==> config.mk <==
export PLATFORM = sky130hd
export DESIGN_NAME = mcu8_exec
export DESIGN_NICKNAME = d
export VERILOG_FILES = /design/src/hw/mcu8_pkg.sv /design/src/hw/mcu8_alu.sv /design/src/hw/mcu8_exec.sv
export SDC_FILE = /design/constraint.sdc
export NUM_CORES = 1
export LEC_CHECK = 0
export ABC_CLOCK_PERIOD_IN_PS = 18600
export BUFFER_PORTS_ARGS = -buffer_cell sky130_fd_sc_hd__buf_2
export CAP_MARGIN = 20
export CORE_MARGIN = 5
export CORE_UTILIZATION = 65
export DETAILED_ROUTE_END_ITERATION = 16
export GPL_TIMING_DRIVEN = 0
export PLACE_DENSITY_LB_ADDON = 0.12
export SLEW_MARGIN = 10
export SYNTH_ARGS = -nofsm -noshare
export SYNTH_HDL_FRONTEND = slang
export SYNTH_HIERARCHICAL = 1
export SYNTH_SLANG_ARGS = --single-unit
==> constraint.sdc <==
create_clock -name core_clk_i -period 18.6 [get_ports core_clk_i]
set_clock_uncertainty 0.05 [all_clocks]
set_input_delay 0.93 -clock core_clk_i [delete_from_list [all_inputs] [get_ports core_clk_i]]
set_output_delay 0.93 -clock core_clk_i [all_outputs]
set_load 0.05 [all_outputs]
==> src/hw/mcu8_pkg.sv <==
package mcu8_pkg;

  // Core widths
  localparam int PC_W = 10;
  localparam int STACK_DEPTH_DEF = 8;
  localparam logic [9:0] PC_ONE = 10'h001;
  localparam logic [9:0] RESET_VECTOR = 10'h000;

  // Reset values of the working registers and status flags
  localparam logic [7:0] ACC_RST = 8'h00;
  localparam logic FLAG_RST = 1'b0;
  localparam logic PD_N_RST = 1'b1;
  localparam logic TO_N_RST = 1'b1;

  // Instruction word fields (14-bit word)
  localparam int GRP_MSB = 13;
  localparam int GRP_LSB = 12;
  localparam int FN_MSB = 11;
  localparam int FN_LSB = 7;
  localparam int DEST_POS = 6;
  localparam int BIT_MSB = 9;
  localparam int BIT_LSB = 7;
  localparam int KIND_MSB = 11;
  localparam int KIND_LSB = 10;
  localparam int SUB_MSB = 6;
  localparam int SUB_LSB = 4;
  localparam int GOTO_ADR_MSB = 8;

  // Instruction groups
  localparam logic [1:0] GRP_REG = 2'h0;
  localparam logic [1:0] GRP_BIT = 2'h1;
  localparam logic [1:0] GRP_IMM = 2'h2;
  localparam logic [1:0] GRP_BR = 2'h3;

  // Register-operand functions
  localparam logic [4:0] FN_MISC = 5'h00;
  localparam logic [4:0] FN_ADD = 5'h01;
  localparam logic [4:0] FN_ADC = 5'h02;
  localparam logic [4:0] FN_SUB = 5'h03;
  localparam logic [4:0] FN_SBC = 5'h04;
  localparam logic [4:0] FN_AND = 5'h05;
  localparam logic [4:0] FN_OR = 5'h06;
  localparam logic [4:0] FN_XOR = 5'h07;
  localparam logic [4:0] FN_INC = 5'h08;
  localparam logic [4:0] FN_DEC = 5'h09;
  localparam logic [4:0] FN_INCSZ = 5'h0A;
  localparam logic [4:0] FN_DECSZ = 5'h0B;
  localparam logic [4:0] FN_CMP = 5'h0C;
  localparam logic [4:0] FN_MOVR = 5'h0D;
  localparam logic [4:0] FN_MOVAR = 5'h0E;
  localparam logic [4:0] FN_COM = 5'h0F;
  localparam logic [4:0] FN_CLRR = 5'h10;

  // Miscellaneous sub-operations, field [6:4] under FN_MISC
  localparam logic [2:0] MS_CTRL = 3'h0;
  localparam logic [2:0] MS_FWR = 3'h1;
  localparam logic [2:0] MS_FRD = 3'h2;
  localparam logic [2:0] MS_SWR = 3'h3;
  localparam logic [2:0] MS_SRD = 3'h4;

  // Control codes, field [3:0] under MS_CTRL
  localparam logic [3:0] CT_NOP = 4'h0;
  localparam logic [3:0] CT_SLEEP = 4'h1;
  localparam logic [3:0] CT_WATCHDOG_CLEAR_OP = 4'h2;
  localparam logic [3:0] CT_DAA = 4'h3;
  localparam logic [3:0] CT_RET = 4'h4;
  localparam logic [3:0] CT_CALL_BY_ACCUMULATOR = 4'h5;
  localparam logic [3:0] CT_JUMP_BY_ACCUMULATOR = 4'h6;
  localparam logic [3:0] CT_CLRA = 4'h7;

  // Immediate functions, field [11:8]
  localparam logic [3:0] IM_MOV = 4'h0;
  localparam logic [3:0] IM_ADD = 4'h1;
  localparam logic [3:0] IM_ADC = 4'h2;
  localparam logic [3:0] IM_SUB = 4'h3;
  localparam logic [3:0] IM_SBC = 4'h4;
  localparam logic [3:0] IM_AND = 4'h5;
  localparam logic [3:0] IM_OR = 4'h6;
  localparam logic [3:0] IM_XOR = 4'h7;

  // Bit-operation kinds and branch kinds, field [11:10]
  localparam logic [1:0] BK_SET = 2'h0;
  localparam logic [1:0] BK_CLR = 2'h1;
  localparam logic [1:0] BK_SKC = 2'h2;
  localparam logic [1:0] BK_SKS = 2'h3;
  localparam logic [1:0] BR_CALL = 2'h0;
  localparam logic [1:0] BR_GOTO = 2'h1;

  // Special-register page limits
  localparam logic [3:0] FPAGE_MIN = 4'h5;
  localparam logic PAGE_F = 1'b0;
  localparam logic PAGE_S = 1'b1;

  // Decimal adjust constants
  localparam logic [3:0] BCD_MAX = 4'h9;
  localparam logic [8:0] BCD_LO_ADJ = 9'h006;
  localparam logic [8:0] BCD_HI_ADJ = 9'h060;

  typedef enum logic [3:0] {
    ALU_ADD, ALU_ADC, ALU_SUB, ALU_SBC, ALU_AND, ALU_OR, ALU_XOR,
    ALU_INC, ALU_DEC, ALU_COM, ALU_PASS, ALU_ZERO, ALU_DAA
  } alu_op_t;

  typedef enum logic [1:0] {PH_EXEC, PH_FLUSH, PH_HALT} phase_t;

  typedef struct packed {
    logic z;
    logic dc;
    logic c;
  } flags_t;

  typedef struct packed {
    logic [7:0] res;
    flags_t fl;
  } alu_out_t;

endpackage

==> src/hw/mcu8_alu.sv <==
`timescale 1ns/1ps
module mcu8_alu (
  // Operation and operands
  input wire mcu8_pkg::alu_op_t op_i,
  input wire logic [7:0] opnd_i,
  input wire logic [7:0] acc_i,
  input wire mcu8_pkg::flags_t fl_i,
  // Result with a fresh zero flag; the carries pass through unless the operation updates them
  output mcu8_pkg::alu_out_t out_o
);
  import mcu8_pkg::*;

  logic [7:0] addend;
  logic cin;
  logic [8:0] sum;
  logic [4:0] nib;
  logic [8:0] daa_lo;
  logic [8:0] daa_hi;
  logic lo_fix;
  logic hi_fix;

  // Subtraction is operand plus inverted accumulator; borrow forms feed the carry in
  always_comb begin
    addend = (op_i == ALU_SUB || op_i == ALU_SBC) ? ~acc_i : acc_i;
    case (op_i)
      ALU_SUB: cin = 1'b1;
      ALU_ADC, ALU_SBC: cin = fl_i.c;
      default: cin = 1'b0;
    endcase
    sum = {1'b0, opnd_i} + {1'b0, addend} + {8'h00, cin};
    nib = {1'b0, opnd_i[3:0]} + {1'b0, addend[3:0]} + {4'h0, cin};
  end

  // Decimal adjust works on the accumulator after an add, using both carries
  always_comb begin
    lo_fix = (acc_i[3:0] > BCD_MAX) || fl_i.dc;
    daa_lo = {1'b0, acc_i} + (lo_fix ? BCD_LO_ADJ : 9'h000);
    hi_fix = (daa_lo[7:4] > BCD_MAX) || fl_i.c || daa_lo[8];
    daa_hi = {1'b0, daa_lo[7:0]} + (hi_fix ? BCD_HI_ADJ : 9'h000);
  end

  // Result select; carries only change for the add and subtract family, and the carry for decimal adjust
  always_comb begin
    out_o.fl = fl_i;
    case (op_i)
      ALU_ADD, ALU_ADC, ALU_SUB, ALU_SBC: begin
        out_o.res = sum[7:0];
        out_o.fl.c = sum[8];
        out_o.fl.dc = nib[4];
      end
      ALU_AND: out_o.res = acc_i & opnd_i;
      ALU_OR: out_o.res = acc_i | opnd_i;
      ALU_XOR: out_o.res = acc_i ^ opnd_i;
      ALU_INC: out_o.res = opnd_i + 8'h01;
      ALU_DEC: out_o.res = opnd_i - 8'h01;
      ALU_COM: out_o.res = ~opnd_i;
      ALU_ZERO: out_o.res = 8'h00;
      ALU_DAA: begin
        out_o.res = daa_hi[7:0];
        out_o.fl.c = hi_fix;
      end
      default: out_o.res = opnd_i;
    endcase
    out_o.fl.z = (out_o.res == 8'h00);
  end

endmodule

==> src/hw/mcu8_exec.sv <==
`timescale 1ns/1ps
module mcu8_exec #(
  parameter int STACK_DEPTH = mcu8_pkg::STACK_DEPTH_DEF
) (
  // Clock and reset
  input wire logic core_clk_i,
  input wire logic sys_rst_i,
  // Program memory
  output logic [mcu8_pkg::PC_W-1:0] pc_o,
  input wire logic [13:0] instr_i,
  // General register page
  output logic [5:0] data_raddr_o,
  input wire logic [7:0] data_rdata_i,
  output logic data_we_o,
  output logic [5:0] data_waddr_o,
  output logic [7:0] data_wdata_o,
  // Special register pages
  output logic sfr_rpage_o,
  output logic [3:0] sfr_raddr_o,
  input wire logic [7:0] sfr_rdata_i,
  output logic sfr_we_o,
  output logic sfr_wpage_o,
  output logic [3:0] sfr_waddr_o,
  output logic [7:0] sfr_wdata_o,
  // High address bits for branches
  input wire logic [1:0] pc_high_buffer_i,
  input wire logic [1:0] table_high_pointer_i,
  // Watchdog and power control
  input wire logic wdt_timeout_i,
  input wire logic wake_i,
  output logic wdt_clear_o,
  output logic halt_o,
  // Core status
  output logic [7:0] accumulator_o,
  output mcu8_pkg::flags_t flags_o,
  output logic power_down_flag_n_o,
  output logic timeout_flag_n_o
);
  import mcu8_pkg::*;

  localparam int SP_W = $clog2(STACK_DEPTH);

  // The stack pointer wraps, so a non power of two depth would corrupt returns
  if (STACK_DEPTH < 2 || (STACK_DEPTH & (STACK_DEPTH - 1)) != 0) begin : g_chk
    $error("STACK_DEPTH must be a power of two of at least 2");
  end

  typedef struct packed {
    phase_t phase;
    logic [PC_W-1:0] pc;
    logic [7:0] acc;
    flags_t fl;
    logic pd_n;
    logic to_n;
    logic [STACK_DEPTH-1:0][PC_W-1:0] stk;
    logic [SP_W-1:0] sp;
    logic dwe;
    logic [5:0] dwaddr;
    logic [7:0] dwdata;
    logic swe;
    logic spage;
    logic [3:0] swaddr;
    logic [7:0] swdata;
    logic wdt_clr;
  } state_t;

  state_t st;
  state_t next_st;
  alu_op_t alu_op;
  alu_out_t alu;
  logic [1:0] grp;
  logic [4:0] fn;
  logic dbit;
  logic [5:0] raddr;
  logic [7:0] imm;
  logic [2:0] bitsel;
  logic [2:0] sub;
  logic [3:0] ctrl;
  logic [7:0] rd;
  logic [7:0] sfr_rd;
  logic sfr_sel;
  logic [PC_W-1:0] pc_inc;

  // Maps an instruction word onto the shared arithmetic unit
  function automatic alu_op_t alu_sel(input logic [13:0] w);
    alu_op_t r;
    r = ALU_PASS;
    if (w[GRP_MSB:GRP_LSB] == GRP_IMM) begin
      case (w[11:8])
        IM_ADD: r = ALU_ADD;
        IM_ADC: r = ALU_ADC;
        IM_SUB: r = ALU_SUB;
        IM_SBC: r = ALU_SBC;
        IM_AND: r = ALU_AND;
        IM_OR: r = ALU_OR;
        IM_XOR: r = ALU_XOR;
        default: r = ALU_PASS;
      endcase
    end else if (w[GRP_MSB:GRP_LSB] == GRP_REG) begin
      case (w[FN_MSB:FN_LSB])
        FN_MISC: r = (w[3:0] == CT_DAA) ? ALU_DAA : ALU_PASS;
        FN_ADD: r = ALU_ADD;
        FN_ADC: r = ALU_ADC;
        FN_SUB, FN_CMP: r = ALU_SUB;
        FN_SBC: r = ALU_SBC;
        FN_AND: r = ALU_AND;
        FN_OR: r = ALU_OR;
        FN_XOR: r = ALU_XOR;
        FN_INC, FN_INCSZ: r = ALU_INC;
        FN_DEC, FN_DECSZ: r = ALU_DEC;
        FN_COM: r = ALU_COM;
        FN_CLRR: r = ALU_ZERO;
        default: r = ALU_PASS;
      endcase
    end
    return r;
  endfunction

  // Field split of the word under execution
  assign grp = instr_i[GRP_MSB:GRP_LSB];
  assign fn = instr_i[FN_MSB:FN_LSB];
  assign dbit = instr_i[DEST_POS];
  assign raddr = instr_i[5:0];
  assign imm = instr_i[7:0];
  assign bitsel = instr_i[BIT_MSB:BIT_LSB];
  assign sub = instr_i[SUB_MSB:SUB_LSB];
  assign ctrl = instr_i[3:0];
  assign pc_inc = st.pc + PC_ONE;
  assign alu_op = alu_sel(instr_i);

  // Writes leave one cycle late, so a read of the same address is forwarded
  assign data_raddr_o = raddr;
  assign rd = (st.dwe && st.dwaddr == raddr) ? st.dwdata : data_rdata_i;
  assign sfr_sel = (sub == MS_SRD) ? PAGE_S : PAGE_F;
  assign sfr_rpage_o = sfr_sel;
  assign sfr_raddr_o = ctrl;
  assign sfr_rd = (st.swe && st.spage == sfr_sel && st.swaddr == ctrl) ? st.swdata
                                                                       : sfr_rdata_i;

  mcu8_alu u_alu (
    .op_i(alu_op),
    .opnd_i((grp == GRP_IMM) ? imm : rd),
    .acc_i(st.acc),
    .fl_i(st.fl),
    .out_o(alu)
  );

  // Execute, flush and halt sequencing
  always_comb begin
    next_st = st;
    next_st.dwe = 1'b0;
    next_st.swe = 1'b0;
    next_st.wdt_clr = 1'b0;
    next_st.dwaddr = raddr;
    case (st.phase)
      PH_HALT: begin
        if (wake_i) begin
          next_st.phase = PH_EXEC;
        end
      end
      PH_FLUSH: next_st.phase = PH_EXEC;
      PH_EXEC: begin
        next_st.pc = pc_inc;
        case (grp)
          GRP_REG: begin
            if (fn == FN_MISC) begin
              case (sub)
                MS_CTRL: begin
                  case (ctrl)
                    CT_SLEEP: begin
                      next_st.pd_n = 1'b0;
                      next_st.to_n = 1'b1;
                      next_st.wdt_clr = 1'b1;
                      next_st.phase = PH_HALT;
                    end
                    CT_WATCHDOG_CLEAR_OP: begin
                      next_st.pd_n = 1'b1;
                      next_st.to_n = 1'b1;
                      next_st.wdt_clr = 1'b1;
                    end
                    CT_DAA: begin
                      next_st.acc = alu.res;
                      next_st.fl.c = alu.fl.c;
                    end
                    CT_RET: begin
                      next_st.sp = st.sp - 1'b1;
                      next_st.pc = st.stk[st.sp - 1'b1];
                      next_st.phase = PH_FLUSH;
                    end
                    CT_CALL_BY_ACCUMULATOR, CT_JUMP_BY_ACCUMULATOR: begin
                      if (ctrl == CT_CALL_BY_ACCUMULATOR) begin
                        next_st.stk[st.sp] = pc_inc;
                        next_st.sp = st.sp + 1'b1;
                      end
                      next_st.pc = {table_high_pointer_i, st.acc};
                      next_st.phase = PH_FLUSH;
                    end
                    CT_CLRA: begin
                      next_st.acc = 8'h00;
                      next_st.fl.z = 1'b1;
                    end
                    default: ;
                  endcase
                end
                MS_FWR, MS_SWR: begin
                  // F-page cells below the first valid address are not written
                  next_st.swe = (sub == MS_SWR) || (ctrl >= FPAGE_MIN);
                  next_st.spage = (sub == MS_SWR) ? PAGE_S : PAGE_F;
                  next_st.swaddr = ctrl;
                  next_st.swdata = st.acc;
                end
                MS_FRD: next_st.acc = (ctrl >= FPAGE_MIN) ? sfr_rd : 8'h00;
                MS_SRD: next_st.acc = sfr_rd;
                default: ;
              endcase
            end else begin
              case (fn)
                FN_ADD, FN_ADC, FN_SUB, FN_SBC: next_st.fl = alu.fl;
                FN_CMP: begin
                  next_st.fl.z = alu.fl.z;
                  next_st.fl.c = alu.fl.c;
                end
                FN_INCSZ, FN_DECSZ: begin
                  if (alu.fl.z) begin
                    next_st.pc = st.pc + 10'h002;
                    next_st.phase = PH_FLUSH;
                  end
                end
                FN_MOVAR: ;
                default: next_st.fl.z = alu.fl.z;
              endcase
              if (fn == FN_MOVAR) begin
                next_st.dwe = 1'b1;
                next_st.dwdata = st.acc;
              end else if (fn != FN_CMP) begin
                if (dbit) begin
                  next_st.dwe = 1'b1;
                  next_st.dwdata = alu.res;
                end else begin
                  next_st.acc = alu.res;
                end
              end
            end
          end
          GRP_BIT: begin
            case (instr_i[KIND_MSB:KIND_LSB])
              BK_SET, BK_CLR: begin
                next_st.dwe = 1'b1;
                next_st.dwdata = rd;
                next_st.dwdata[bitsel] = (instr_i[KIND_MSB:KIND_LSB] == BK_SET);
              end
              default: begin
                if (rd[bitsel] == (instr_i[KIND_MSB:KIND_LSB] == BK_SKS)) begin
                  next_st.pc = st.pc + 10'h002;
                  next_st.phase = PH_FLUSH;
                end
              end
            endcase
          end
          GRP_IMM: begin
            next_st.acc = alu.res;
            case (instr_i[11:8])
              IM_ADD, IM_ADC, IM_SUB, IM_SBC: next_st.fl = alu.fl;
              IM_AND, IM_OR, IM_XOR: next_st.fl.z = alu.fl.z;
              default: ;
            endcase
          end
          default: begin
            if (instr_i[KIND_MSB:KIND_LSB] == BR_CALL) begin
              next_st.stk[st.sp] = pc_inc;
              next_st.sp = st.sp + 1'b1;
              next_st.pc = {pc_high_buffer_i, imm};
            end else begin
              next_st.pc = {pc_high_buffer_i[1], instr_i[GOTO_ADR_MSB:0]};
            end
            next_st.phase = PH_FLUSH;
          end
        endcase
      end
      default: next_st.phase = PH_EXEC;
    endcase
    // A timeout in the same cycle as a clearing instruction still lands
    if (wdt_timeout_i) begin
      next_st.to_n = 1'b0;
    end
  end

  // State register; power-up leaves both watchdog status flags high
  always_ff @(posedge core_clk_i) begin
    if (sys_rst_i) begin
      st <= '0;
      st.phase <= PH_EXEC;
      st.pc <= RESET_VECTOR;
      st.acc <= ACC_RST;
      st.fl <= {FLAG_RST, FLAG_RST, FLAG_RST};
      st.pd_n <= PD_N_RST;
      st.to_n <= TO_N_RST;
    end else begin
      st <= next_st;
    end
  end

  // Outputs straight from the state register
  assign pc_o = st.pc;
  assign data_we_o = st.dwe;
  assign data_waddr_o = st.dwaddr;
  assign data_wdata_o = st.dwdata;
  assign sfr_we_o = st.swe;
  assign sfr_wpage_o = st.spage;
  assign sfr_waddr_o = st.swaddr;
  assign sfr_wdata_o = st.swdata;
  assign wdt_clear_o = st.wdt_clr;
  assign halt_o = (st.phase == PH_HALT);
  assign accumulator_o = st.acc;
  assign flags_o = st.fl;
  assign power_down_flag_n_o = st.pd_n;
  assign timeout_flag_n_o = st.to_n;

  logic ex;
  assign ex = (st.phase == PH_EXEC) && !wdt_timeout_i;
endmodule

# Word level (Yosys, flattened, before mapping)
# Cells that the tools add are included.
# Widths: inputs -> output; s select.
[word_totals]
reg_bits = 138
output_inout_bits = 65
[op_classes]
n_addsub = 12
order_cmp = 8
eq_ne = 85
mux = 81
n_bitwise = 11
n_reduce_logical = 57
[op_table]
columns = ["op", "n"]
rows = [
  ["$mux 83", 3],
  ["$pmux 83 s2", 1],
  ["$mux 8", 13],
  ["$mux 86", 1],
  ["$mux 85", 1],
  ["$mux 84", 1],
  ["$bwmux 80", 1],
  ["$mux 80", 1],
  ["$pmux 8 s9", 1],
  ["$mux 12", 5],
  ["$eq 4x3->1 const B", 12],
  ["$pmux 4 s12", 1],
  ["$pmux 12 s3", 1],
  ["$eq 5x4->1 const B", 7],
  ["$pmux 8 s2", 2],
  ["$bmux 10 s3", 1],
  ["$demux 10 s3", 1],
  ["$pmux 4 s7", 1],
  ["$eq 4x2->1 const B", 6],
  ["$pmux 8 s3", 1],
  ["$mux 1", 22],
  ["$pmux 11 s2", 1],
  ["$reduce_or 2->1", 11],
  ["$mux 21", 1],
  ["75 further kinds", 158],
]

# Longest topological paths before layout
[depth]
depth_word = 17
ltp_mapped = 34

# Hierarchy
# The synthesis kept the hierarchy.
[modules_own_cells]
columns = ["module", "instances", "cells_each", "area_each_um2"]
rows = [
  ["mcu8_exec", 1, 1066, 8668.3],
  ["mcu8_alu", 1, 262, 1901.8],
]

# Worst setup path after synthesis
# OpenSTA, ideal clock, no wires.
[synth_path]
path_kind = "input-to-reg"
startpoint = "input port instr_i[8]"
endpoint = "register st, in the netlist pc_o[5]"
setup_time_ps = 117
t_arrival_ps = 6422
required_time_ps = 18433
setup_slack_ps = 12010
path_stages = 32
n_path_buf = 7
cell_sequence = "buf_2 > clkbuf_1 > buf_1 > a21oi_1 > nor2_1 > nor2_1 > o21ai_0 > buf_2 > buf_2 > nor2_1 > and2_1 > buf_2 > xnor2_1 > fa_1 > inv_1 > fa_1 > nor2b_1 > a311o_1 > nand2_1 > a21oi_1 > nor2_1 > nor4b_1 > nor4b_2 > nand2_1 > nor3_1 > o21ai_0 > buf_2 > o22ai_1 > a31oi_1 > o311ai_1 > o311a_1 > nand2_1"
[synth_lines]
columns = ["item", "line_no", "source"]
rows = [
  ["start, declared", "mcu8_exec.sv:10", "input wire logic [13:0] instr_i,"],
  ["end signal, assigned", "mcu8_exec.sv:299", "st <= next_st;"],
  ["end, declared", "mcu8_exec.sv:67", "state_t st;"],
]

==> results by group <==
Critical path
  – CP endpoint kind: flip-flop
  – Crit path max-delay cell type: o21ai_0
  – Crit path launch type: input port
  – Crit path DAT: 8.26 ns
  – CP Class: in2reg
  – Worst-path fanout max: 10
  – Worst path max stage delay: 0.47 ns
  – CP required: 18.87 ns
  – Most used cell, CP: buf_2

Routing
  – Wl on met1: 12,800 um
  – DRC Markers: 0
  – 1st-pass router iterations: 6
  – DRT iter0 DRCs: 1,287
  – Wirelength per Cell: 20.7 um
  – Routed via count: 10,600
  – Met3 WL post-DR: 3310 um
  – DR vias/cell: 6.33
  – Met2 Routed Length: 16,200 um
  – Uppermost layer routed: met4
  – ANT nets after route: 0
  – Drt total wl: 34,700 um

Clock tree
  – Cts bufs inserted: 17
  – CTS Sinks: 138
  – CTS H-tree lvls: 4
  – Root Buffer: clkbuf_16
  – Clock Latency Late Sink: 0.43 ns
  – Clk slew on worst S/H paths: 0.06 ns
  – Post-CTS setup buffer count: 0
  – Post_cts resized: 0
  – Hold-fix buffers at CTS: 0
  – CTS Buffer Depth: 2
  – Clock tree from TritonCTS: done

Finish
  – Register area: 0.00276 mm^2
  – Layout cells sized above 1: 19.5%
  – Fillers: 1,238
  – Layout area overhead: 12.9%
  – Number of diodes: 0
  – Final Cell Area: 0.0119 mm^2
  – Nets: 1,527
  – Combined area of the multi-input logic cells: 0.00681 mm^2

Synthesis
  – Adder-Cell Fraction of Synth Area: 5.68%
  – Mux cell area share after synthesis: 15.9%
  – Post-synth EDFFs: 0
  – Asr flop ratio synth: 0%
  – Sequential area share after synthesis: 26.1%
  – Post-Synth XOR/XNOR Area: 4.78%
  – Syn nets: 1,411
  – Syn avg cell area: 7.96 um^2
  – Synth Instances: 1,328
  – Netlist cell types: 93
  – Post-Syn Area: 0.0106 mm^2
  – Post-synthesis compound-gate area fraction: 17.8%
  – Simple-gate area share of the yosys netlist: 20.3%
  – Most used DFF post-synth: dfxtp_1
  – YS warnings: 6
  – Synthesis-stage register bit count: 138
  – Largest family of logic cells by synthesized area: simple AND/OR/NAND/NOR gates

Timing
  – Final Hold Fails: 0
  – Worst slew pin tran: 1.07 ns
  – Max-slew headroom: 28.2%
  – Pins over their slew limit: 0
  – Setup TNS: 0 ns
  – Highest Clock Rate: 0.125 GHz
  – RSZ-0062 raised after global routing: no
  – Tcrit/Tclk final: 43.0%
  – Final setup viols: 0
  – Min Tclk post-route: 8.00 ns

Outcome
  – Run status: finished, final reports clean

Die
  – Num rows: 46
  – Core area: 0.0159 mm^2
  – Num ports: 103
  – Die Y: 138 um
  – Initial core utilization: 66.3%
  – Die Width: 138 um
  – Die area: 0.0189 mm^2

Power
  – Power per cell area: 77.2 mW/mm^2
  – Sw Share: 35.3%
  – Logic pwr share: 26.7%
  – Clk pwr share: 38.8%
  – Psw: 325 uW
  – Worst IR drop on VDD: 97.4 uV
  – LEAKAGE: 5.35 nW
  – Register share of total power: 34.5%
  – Internal: 596 uW

Worst hold path
  – Hold Crit Class: reg2reg

Global route
  – Initial antenna violation count: 0
  – First-pass GRT wire length: 53,900 um
  – All-Layer GR Usage: 36.8%
  – Vias in the first global route: 9,963
  – Pin count of the biggest net entering global routing: 17
  – Grt ovf: 0

Job
  – Max-cap violations: 0

Placement
  – Port Buffers: 97
  – Placed Area: 0.0113 mm^2
  – RePlAce Congestion: 0.983
  – Post-DP HPWL: 26,000 um
[cells in the final DEF, fill, tap and decap left out, drive strengths merged, types with 7 or more instances in the layout]
cell type and n:
xor2 20, nor2 245, dfxtp 138, o211ai 17
a31oi 9, o22ai 7, or3 7, and3 7
a221oi 8, xnor2 36, buf 195, o21ai 58
ha 40, o311ai 7, nand3 41, nand4 7
inv 53, nand2b 14, mux2i 111, a2bb2oi 9
a211oi 12, mux4 22, clkbuf 65, a21oi 115
nand2 88, nor2b 7, nor3 21
[registers in the layout, summed over array words and instances, names as in the netlist, 3 cells and up]
signal	count
data_waddr_o	6
st	85
pc_o	10
data_wdata_o	8
sfr_wdata_o	8
accumulator_o	8
sfr_waddr_o	4
flags_o	3
[worst paths after layout]
kind	start	end	slack (ns)	depth (start not counted)
max	instr_i[8]	pc_o[5]$_SDFFE_PP0P_	10.60	32
min	st[85]$_SDFFE_PP0P_	st[85]$_SDFFE_PP0P_	0.44	2
max reg2reg	data_waddr_o[3]$_SDFF_PP0_	pc_o[5]$_SDFFE_PP0P_	11.63	27
min reg2reg	st[85]$_SDFFE_PP0P_	st[85]$_SDFFE_PP0P_	0.44	2
[routing by layer]
layer | up-vias | global-route usage [%]
li1 | 4863 | -
met1 | 4878 | 44.1
met2 | 680 | 61.0
met3 | 165 | 6.61
met4 | 0 | 22.7
met5 | - | 0
[cells in the mapped netlist (all sizes together), types with 20 or more instances]
cell type | instances | area share (%)
xor2 | 20 | 1.7
buf | 98 | 6.2
dfxtp | 138 | 26
a21oi | 115 | 5.4
clkbuf | 47 | 1.7
nor2 | 245 | 8.9
nand2 | 88 | 3.1
ha | 40 | 4.7
mux4 | 22 | 4.7
mux2i | 111 | 11
xnor2 | 36 | 3.1
inv | 42 | 1.5
nand3 | 41 | 2.1
o21ai | 58 | 2.9
nor3 | 21 | 1.1
[cells by family after synthesis]
logic type / count (synthesis)
buffers and inverters: 190
xor gates and xnor gates: 56
DFF: 138
muxes: 139
adders and majority gates: 45
AOI/OAI and AO/OA: 293
and+or+nand+nor: 467
[critical path: cells and delay by family]
kind,cells,cell delay [ns]
AO/OA/AOI/OAI,11,2.58
buffers and inverters,8,2.15
AND/OR/NAND/NOR,9,1.61
adder cells (fa/ha/maj),2,0.63
XOR/XNOR,2,0.32
[per-stage QoR]
step                power (mW)  hold slack, ns  worst slack, ns  utilization, %  instances
finish                   0.922           0.437            10.60            74.9       1673
global route             0.952           0.458            10.13            74.9       1673
CTS                      0.915           0.440            10.82            74.9       1673
detailed placement       0.563           0.424            10.42            71.0       1641
global placement         0.560           0.409            10.44            71.0       1641
floorplan                0.496           0.384            12.01               -       1328
[area by class of cell]
class / count / area share (%)
Tap cell: 216 / 2.26
Buffer: 145 / 6.98
Sequential cell: 138 / 23.1
Timing Repair Buffer: 97 / 4.07
Inverter: 45 / 1.42
Clock buffer: 18 / 3.68
Multi-Input combinational cell: 1000 / 57.0
Clock inverter: 14 / 1.44
[power groups by stage]
stage               registers, mW  logic [mW]  clock network [mW]
finish                      0.318       0.246               0.357
detailed placement          0.324       0.239                   0
global placement            0.324       0.236                   0
global route                0.318       0.262               0.372
CTS                         0.317       0.241               0.357
floorplan                   0.318       0.178                   0
(Power assumes the default switching activity.)
